**src/core/mlf_pkg.sv**
```systemverilog
// shared constants and types for the motor lock fault configuration block
package mlf_pkg;
	// ****************************************
	// register map (printed offsets are indices)
	// ****************************************
	localparam logic [11:0] IDX_FAULT_SETTINGS_TWO = 12'h092;
	localparam logic [11:0] IDX_LOCK_CTRL          = 12'h093;
	localparam logic [11:0] IDX_LOCK_STATUS        = 12'h094;
	localparam logic [11:0] IDX_LOCK_MASK          = 12'h095;
	localparam logic [11:0] ADDR_FAULT_SETTINGS_TWO = 12'(IDX_FAULT_SETTINGS_TWO * 4);
	localparam logic [11:0] ADDR_LOCK_CTRL          = 12'(IDX_LOCK_CTRL * 4);
	localparam logic [11:0] ADDR_LOCK_STATUS        = 12'(IDX_LOCK_STATUS * 4);
	localparam logic [11:0] ADDR_LOCK_MASK          = 12'(IDX_LOCK_MASK * 4);
	localparam logic [31:0] RESET_FAULT_SETTINGS_TWO = 32'h0000_0000;

	// ****************************************
	// field positions
	// ****************************************
	localparam int POS_RESERVED   = 31;
	localparam int POS_OS_EN      = 30;
	localparam int POS_BEMF_EN    = 29;
	localparam int POS_ABSENT_EN  = 28;
	localparam int POS_OS_THR     = 25;
	localparam int POS_BEMF_THR   = 22;
	localparam int POS_ABSENT_THR = 19;
	localparam int POS_MODE       = 0;
	localparam int POS_RETRY_LIM  = 4;
	localparam int POS_FAULT_CLR  = 8;
	localparam int ST_BITS        = 4;

	// ****************************************
	// threshold encodings
	// ****************************************
	localparam logic [7:0] OS_PCT_BASE      = 8'h82; // 130 percent
	localparam logic [7:0] OS_PCT_STEP      = 8'h0a; // 10 percent
	localparam logic [9:0] BEMF_PM_BASE     = 10'h190; // 40.0 percent in tenths
	localparam logic [9:0] BEMF_PM_STEP     = 10'h032; // 5.0 percent in tenths
	localparam logic [9:0] BEMF_PM_CODE6    = 10'h2a3; // 67.5 percent
	localparam logic [9:0] BEMF_PM_CODE7    = 10'h2bc; // 70.0 percent
	localparam logic [2:0] CODE6            = 3'h6;
	localparam logic [2:0] CODE7            = 3'h7;
	localparam logic [10:0] ABS_MA [8] = '{11'h04b, 11'h04b, 11'h064, 11'h07d,
	                                      11'h0fa, 11'h1f4, 11'h2ee, 11'h3e8};

	// ****************************************
	// lock reaction modes
	// ****************************************
	localparam logic [3:0] MODE_RETRY_FIRST = 4'h4;
	localparam logic [3:0] MODE_REPORT      = 4'h8;
	localparam logic [1:0] DRV_RUN          = 2'h0;
	localparam logic [1:0] DRV_TRISTATE     = 2'h1;
	localparam logic [1:0] DRV_HS_BRAKE     = 2'h2;
	localparam logic [1:0] DRV_LS_BRAKE     = 2'h3;

	typedef struct packed {
		logic       reserved;
		logic       overspeed_lock_enable;
		logic       bemf_lock_enable;
		logic       absent_motor_lock_enable;
		logic [2:0] overspeed_threshold;
		logic [2:0] bemf_threshold;
		logic [2:0] absent_motor_current_threshold;
		logic [18:0] lower;
	} mlf_settings_t;

	typedef struct packed {
		logic [3:0] retry_count_limit;
		logic [3:0] lock_reaction_mode;
	} mlf_ctrl_t;

	typedef enum logic [1:0] {
		ST_RUN     = 2'b00,
		ST_LATCHED = 2'b01,
		ST_RETRY   = 2'b10
	} mlf_state_t;
endpackage

```
**src/core/mlf_top.sv**
```systemverilog
// motor lock fault configuration register and lock reaction logic
`timescale 1ns/10ps
module mlf_top #(
	parameter int RETRY_CYCLES = 250000
) (
	// clock and reset
	input  wire logic        clock_i,
	input  wire logic        nrst_i,
	// apb slave
	input  wire logic        psel_i,
	input  wire logic        penable_i,
	input  wire logic        pwrite_i,
	input  wire logic [11:0] paddr_i,
	input  wire logic [31:0] pwdata_i,
	output logic      [31:0] prdata_o,
	output logic             pready_o,
	output logic             pslverr_o,
	// lock detectors in the control core
	input  wire logic        overspeed_trip_i,
	input  wire logic        bemf_trip_i,
	input  wire logic [10:0] phase_current_ma_i,
	// thresholds and reaction
	output logic      [7:0]  overspeed_trip_pct_o,
	output logic      [9:0]  bemf_trip_permille_o,
	output logic      [1:0]  driver_action_o,
	output logic             fault_indicator_pin_n_o,
	output logic             irq_o
);
	// ****************************************
	// registers
	// ****************************************
	mlf_pkg::mlf_settings_t set_r;
	mlf_pkg::mlf_ctrl_t     ctrl_r;
	mlf_pkg::mlf_state_t    state_r, state_nxt;
	logic [mlf_pkg::ST_BITS-1:0] status_r, mask_r;
	logic [31:0] rdata_r;
	logic        ready_r, slverr_r, fault_n_r, irq_r;
	logic [7:0]  os_pct_r;
	logic [9:0]  bemf_pm_r;
	logic [1:0]  drv_r;
	logic [17:0] wait_r;
	logic [3:0]  retries_r;

	// ****************************************
	// bus decode
	// ****************************************
	// one wait state so that read data and pready come from flops
	wire access    = psel_i & penable_i;
	wire commit    = access & ready_r;
	wire wr        = commit & pwrite_i;
	wire rd        = commit & ~pwrite_i;
	wire sel_set   = paddr_i == mlf_pkg::ADDR_FAULT_SETTINGS_TWO;
	wire sel_ctrl  = paddr_i == mlf_pkg::ADDR_LOCK_CTRL;
	wire sel_stat  = paddr_i == mlf_pkg::ADDR_LOCK_STATUS;
	wire sel_mask  = paddr_i == mlf_pkg::ADDR_LOCK_MASK;
	wire mapped    = sel_set | sel_ctrl | sel_stat | sel_mask;
	wire fault_clr = wr & sel_ctrl & pwdata_i[mlf_pkg::POS_FAULT_CLR];
	wire [31:0] rd_mux = sel_set  ? set_r :
	                     sel_ctrl ? {24'h000000, ctrl_r} :
	                     sel_stat ? {28'h0000000, status_r} :
	                     sel_mask ? {28'h0000000, mask_r} : 32'h0000_0000;

	// ****************************************
	// detectors and thresholds
	// ****************************************
	wire [10:0] abs_thr  = mlf_pkg::ABS_MA[set_r.absent_motor_current_threshold];
	wire abs_trip        = phase_current_ma_i < abs_thr;
	wire os_hit          = set_r.overspeed_lock_enable & overspeed_trip_i;
	wire bemf_hit        = set_r.bemf_lock_enable & bemf_trip_i;
	wire abs_hit         = set_r.absent_motor_lock_enable & abs_trip;
	wire any_hit         = os_hit | bemf_hit | abs_hit;
	wire [7:0] os_pct    = mlf_pkg::OS_PCT_BASE
	                     + 8'(set_r.overspeed_threshold * mlf_pkg::OS_PCT_STEP);
	wire [2:0] bc        = set_r.bemf_threshold;
	wire [9:0] bemf_pm   = (bc == mlf_pkg::CODE7) ? mlf_pkg::BEMF_PM_CODE7 :
	                       (bc == mlf_pkg::CODE6) ? mlf_pkg::BEMF_PM_CODE6 :
	                       mlf_pkg::BEMF_PM_BASE + 10'(bc * mlf_pkg::BEMF_PM_STEP);

	// ****************************************
	// lock reaction
	// ****************************************
	wire [3:0] mode      = ctrl_r.lock_reaction_mode;
	wire latch_mode      = mode < mlf_pkg::MODE_RETRY_FIRST;
	wire retry_mode      = ~latch_mode & (mode < mlf_pkg::MODE_REPORT);
	wire report_mode     = mode == mlf_pkg::MODE_REPORT;
	wire wait_done       = wait_r == 18'(RETRY_CYCLES - 1);
	wire retries_spent   = retries_r >= ctrl_r.retry_count_limit;
	// brake kind follows the low two mode bits, codes 0 and 1 both tristate
	wire [1:0] brake     = (mode[1:0] == 2'h0) ? mlf_pkg::DRV_TRISTATE : mode[1:0];
	wire [mlf_pkg::ST_BITS-1:0] events = {state_nxt == mlf_pkg::ST_LATCHED && state_r != mlf_pkg::ST_LATCHED,
	                                      abs_hit, bemf_hit, os_hit};

	always_comb begin
		state_nxt = state_r;
		unique case (state_r)
			mlf_pkg::ST_RUN: begin
				if (any_hit & latch_mode) begin
					state_nxt = mlf_pkg::ST_LATCHED;
				end else if (any_hit & retry_mode) begin
					state_nxt = retries_spent ? mlf_pkg::ST_LATCHED : mlf_pkg::ST_RETRY;
				end
			end
			mlf_pkg::ST_RETRY: begin
				if (wait_done) begin
					state_nxt = mlf_pkg::ST_RUN;
				end
			end
			mlf_pkg::ST_LATCHED: begin
				if (fault_clr) begin
					state_nxt = mlf_pkg::ST_RUN;
				end
			end
			default: begin
				state_nxt = mlf_pkg::ST_RUN;
			end
		endcase
	end

	wire [1:0] drv_nxt = (state_nxt == mlf_pkg::ST_RUN) ? mlf_pkg::DRV_RUN : brake;
	wire [mlf_pkg::ST_BITS-1:0] status_nxt = (rd & sel_stat ? '0 : status_r) | events; // set wins
	// pin is low while latched, or while a hit stands in report mode
	wire        fault_n_nxt = ~((report_mode & any_hit) | (state_nxt == mlf_pkg::ST_LATCHED));
	wire [17:0] wait_nxt    = (state_r == mlf_pkg::ST_RETRY && !wait_done) ? wait_r + 18'h00001 : 18'h00000;
	wire        retry_start = state_nxt == mlf_pkg::ST_RETRY && state_r == mlf_pkg::ST_RUN;
	// count survives a retry wait, so the next trip can latch once the limit is spent
	wire [3:0]  retries_nxt = retry_start ? retries_r + 4'h1 :
	                          (fault_clr | ~retry_mode) ? 4'h0 : retries_r;

	// ****************************************
	// flops
	// ****************************************
	// bus reply: pready, pslverr and read data all come from flops
	always_ff @(posedge clock_i) begin
		if (!nrst_i) begin
			ready_r  <= 1'b0;
			slverr_r <= 1'b0;
			rdata_r  <= 32'h0000_0000;
		end else begin
			ready_r  <= access & ~ready_r;
			slverr_r <= access & ~ready_r & ~mapped;
			rdata_r  <= (access & ~ready_r & ~pwrite_i) ? rd_mux : 32'h0000_0000;
		end
	end

	// software registers
	always_ff @(posedge clock_i) begin
		if (!nrst_i) begin
			set_r <= mlf_pkg::RESET_FAULT_SETTINGS_TWO;
		end else if (wr & sel_set) begin
			set_r <= pwdata_i;
		end
	end

	always_ff @(posedge clock_i) begin
		if (!nrst_i) begin
			ctrl_r <= '0;
		end else if (wr & sel_ctrl) begin
			ctrl_r <= pwdata_i[7:0];
		end
	end

	always_ff @(posedge clock_i) begin
		if (!nrst_i) begin
			mask_r <= '0;
		end else if (wr & sel_mask) begin
			mask_r <= pwdata_i[mlf_pkg::ST_BITS-1:0];
		end
	end

	// sticky status and the level interrupt
	always_ff @(posedge clock_i) begin
		if (!nrst_i) begin
			status_r <= '0;
			irq_r    <= 1'b0;
		end else begin
			status_r <= status_nxt;
			irq_r    <= |(status_nxt & mask_r);
		end
	end

	// reaction state, retry timer and retry count
	always_ff @(posedge clock_i) begin
		if (!nrst_i) begin
			state_r   <= mlf_pkg::ST_RUN;
			wait_r    <= 18'h00000;
			retries_r <= 4'h0;
		end else begin
			state_r   <= state_nxt;
			wait_r    <= wait_nxt;
			retries_r <= retries_nxt;
		end
	end

	// outputs toward the power stage and the core, all from flops so none can glitch
	always_ff @(posedge clock_i) begin
		if (!nrst_i) begin
			fault_n_r <= 1'b1;
			drv_r     <= mlf_pkg::DRV_RUN;
			os_pct_r  <= 8'h00;
			bemf_pm_r <= 10'h000;
		end else begin
			fault_n_r <= fault_n_nxt;
			drv_r     <= drv_nxt;
			os_pct_r  <= os_pct;
			bemf_pm_r <= bemf_pm;
		end
	end

	assign prdata_o                = rdata_r;
	assign pready_o                = ready_r;
	assign pslverr_o               = slverr_r;
	assign overspeed_trip_pct_o    = os_pct_r;
	assign bemf_trip_permille_o    = bemf_pm_r;
	assign driver_action_o         = drv_r;
	assign fault_indicator_pin_n_o = fault_n_r;
	assign irq_o                   = irq_r;
endmodule

```
**config.mk**
```make
export PLATFORM = sky130hd
export DESIGN_NAME = mlf_top
export DESIGN_NICKNAME = d
export VERILOG_FILES = /design/src/core/mlf_pkg.sv /design/src/core/mlf_top.sv
export SDC_FILE = /design/constraint.sdc
export NUM_CORES = 1
export LEC_CHECK = 0
export BUFFER_PORTS_ARGS = -buffer_cell sky130_fd_sc_hd__buf_4
export CAP_MARGIN = 20
export CORE_MARGIN = 10
export CORE_UTILIZATION = 45
export CTS_CLUSTER_SIZE = 10
export DETAILED_ROUTE_END_ITERATION = 10
export PLACE_DENSITY = 0.68
export SYNTH_ARGS = -nofsm -noshare
export SYNTH_HDL_FRONTEND = slang
export SYNTH_SLANG_ARGS = --single-unit
```
**constraint.sdc**
```tcl
create_clock -name clock_i -period 5.1 [get_ports clock_i]
set_input_delay 0.255 -clock clock_i [delete_from_list [all_inputs] [get_ports clock_i]]
set_output_delay 0.255 -clock clock_i [all_outputs]
set_load 0.005 [all_outputs]
```
==> out/results.txt <==
Die height - 127.8 um
Pwr dens - 333.0 mW/mm^2
Period utilization - 54.42%
Yosys warnings - 0
Setup WS post-layout - 2.325 ns
Setup slack at placement - 2.341 ns
Placed Area - 0.006222 mm^2
Remaining DRCs - 0
Crit end category - register
Multi-input gate area - 0.002509 mm^2
Critical Path Most Common Cell - ha_1
Placer Congestion - 0.8572
VDD IR max - 233.9 uV
Synth Instances - 582
Syn_nets - 672
Initial DRC count - 275
Area share of the largest cell type after synthesis - 48.58%
Most common cell in the netlist - dfxtp_1
Hold-fix buffers at CTS - 0
Max Cap Viol - 0
CP max stage cell - dfxtp_1
Ports - 118
Final Core Density - 59.86%
Final max-slew violation count - 0
CTS sink count - 127
H-tree depth - 4
Vias per cell - 5.121
Post-synth EDFFs - 0
Startpoint Class - register
Pleak - 2.753 nW
Worst Setup Path Type - reg -> reg
Core area - 0.01142 mm^2
Synth area leader - dfxtp_1
CP peak stage delay - 0.41 ns
Hold Path Class - in -> reg
Synth-to-layout area growth - 30.60%
Initial antenna violation count - 0
Die ar. - 0.01634 mm^2
Final hold violations - 0
DRT Pass-1 Iters - 4
Post-route ant nets - 0
Fillers - 1,023
Worst Reg2Reg Path Length in Cells - 10
Mean Syn Cell Area - 8.993 um^2
Number of global-route vias before repair - 4,518
Worst path bufs/invs - 1
First-pass GRT wire length - 21.60 mm
Root Buffer - clkbuf_16
Post-Syn Area - 0.005234 mm^2
Clk buf depth - 2
Main area contributors after synthesis - dfxtp_1 (49%), ha_1 (6.7%), nand2_1 (6.2%), a21oi_1 (5.5%), nor2_1 (4.4%)
Initial core utilization - 45.84%
Distinct cells, synth - 55
Total GRT Usage - 16.38%
DRT Wirelength - 13.27 mm
Clock-pin transition on the worst setup and hold timing paths - 0.05 ns
Clock insertion delay at the later pin of the skew report - 0.42 ns
Ratio of cells with drive above 1 in the final layout - 22.88%
Crit-path leading delay family - compound AO/OA/AOI/OAI gates
Most frequent cells after synthesis - dfxtp_1 (127), nand2_1 (86), nor2_1 (62)
Post_cts resized - 0
Port Buffer Count - 116
RSZ-0062 raised after global routing - no
Die Width - 127.8 um
Final HPWL DP - 9.632 mm
WP data arrival - 3.13 ns
Required @ worst endpoint - 5.46 ns
Inserted Clock Buffers - 17
Tmin final - 2.775 ns
Hold-critical path depth - 3
Nets - 787
Setup violators final - 0
Sequential Area - 0.002542 mm^2
Async S/R FF share, synth - 0%
Num rows - 39
Post-CTS setup buffer count - 0
Total gr overflow - 0
Crit-path max FO - 7
Final Cell Area - 0.006835 mm^2
Maximum clock frequency - 360.3 MHz
Top FF cell, synth - dfxtp_1
Setup Skew - 0.007752 ns
CP Depth - 10
Vias - 4,358
Post-synthesis sequential area ratio - 48.58%
Outcome - finished, final reports clean
Seq cells post-synth - 127
Normalized max-slew margin - 53.22%
Final Non-Filler Cells - 851
Slew @ Worst Pin - 0.7010 ns
Placed insts - 820
Hold Worst Slack - 0.08831 ns
Cells along the critical path - inv_1, ha_1, a21o_1, ha_1, a21oi_1, a2111oi_2, o31a_1, nor3b_4, mux2_1, nor2_1
Overall Power - 2.276 mW
Post-route setup TNS - 0 ns
Largest net degree at the start of global routing - 65
CTS tree - built
Antenna diodes - 0
Drt wl/cell - 15.60 um
-- sequential cells by signal (all words and copies together), names as in the netlist --
name and cells:
driver_action_o 2, state_r 2, ctrl_r 4, fault_indicator_pin_n_o 1
mask_r 4, irq_o 1, set_r 29, bemf_trip_permille_o 10
wait_r 18, prdata_o 32, bc 3, pready_o 1
mode 4, pslverr_o 1, status_r 4, overspeed_trip_pct_o 7
retries_r 4
-- kinds of logic after synthesis --
kind of cell,after synthesis,share of synthesized area [%]
AND/OR/NAND/NOR,242,22.62
flip-flops,127,48.58
AO/OA/AOI/OAI,97,11.16
buffers and inverters,46,3.538
adder cells (fa/ha/maj),28,6.694
XOR/XNOR,23,3.849
multiplexers,18,3.490
other,1,0.07165
-- area by class of cell --
cell class                      instances  share of cell area (%)
Clock buffer                           25                   7.542
Inverter                               23                   1.263
Tap cell                              143                   2.618
Sequential cell                       127                   37.20
Multi-Input combinational cell        409                   36.70
Timing Repair Buffer                  119                   13.55
Clock inverter                          5                   1.135
-- layer usage --
layer  up-vias  track usage, %  wire length [um]
met5         -               0                 0
met4         0           7.086               227
met3        19           5.583               766
met2        96           28.38              6902
met1      2035           17.75              5378
li1       2208               -                 -
-- final timing paths --
check               start      endpoint  slack [ns]
min reg2reg     set_r[11]     set_r[11]        0.45
max reg2reg     set_r[19]  retries_r[0]        2.32
max             set_r[19]  retries_r[0]        2.32
min          pwdata_i[10]     set_r[10]        0.09
-- worst min-delay path, delay by kind of cell --
family / cells / cell delay, ns
and+or+nand+nor: 1 / 0.04
AOI/OAI and AO/OA: 1 / 0.05
buffers and inverters: 1 / 0.11
-- layout by cell type (no fill, tap or decap), types with 3 or more instances in the layout --
master       n
a21oi_1     58
inv_1       22
and2_1      28
nand4b_1     3
nor3_1      11
a211oi_1     3
mux2i_1     16
o21ai_0      9
nand3b_1     3
nand4_1      7
clkbuf_16   17
dfxtp_1    127
or3_1        4
xor2_1       9
xnor2_1     14
ha_1        28
nand2_1     86
o22ai_1      5
a22oi_1      4
nor2_1      61
or4_1        3
nor2b_1      3
o211ai_1     3
and3_1       4
buf_4      117
nand3_1     16
clkbuf_8     6
-- report_power, final --
| part | switching [mW] | internal [mW] |
|---|---|---|
| Clock | 0.411 | 0.789 |
| Combinational | 0.0361 | 0.0428 |
| Sequential | 0.000758 | 0.996 |
| Total | 0.448 | 1.83 |
No activity file was read; power rests on OpenSTA's default activity.
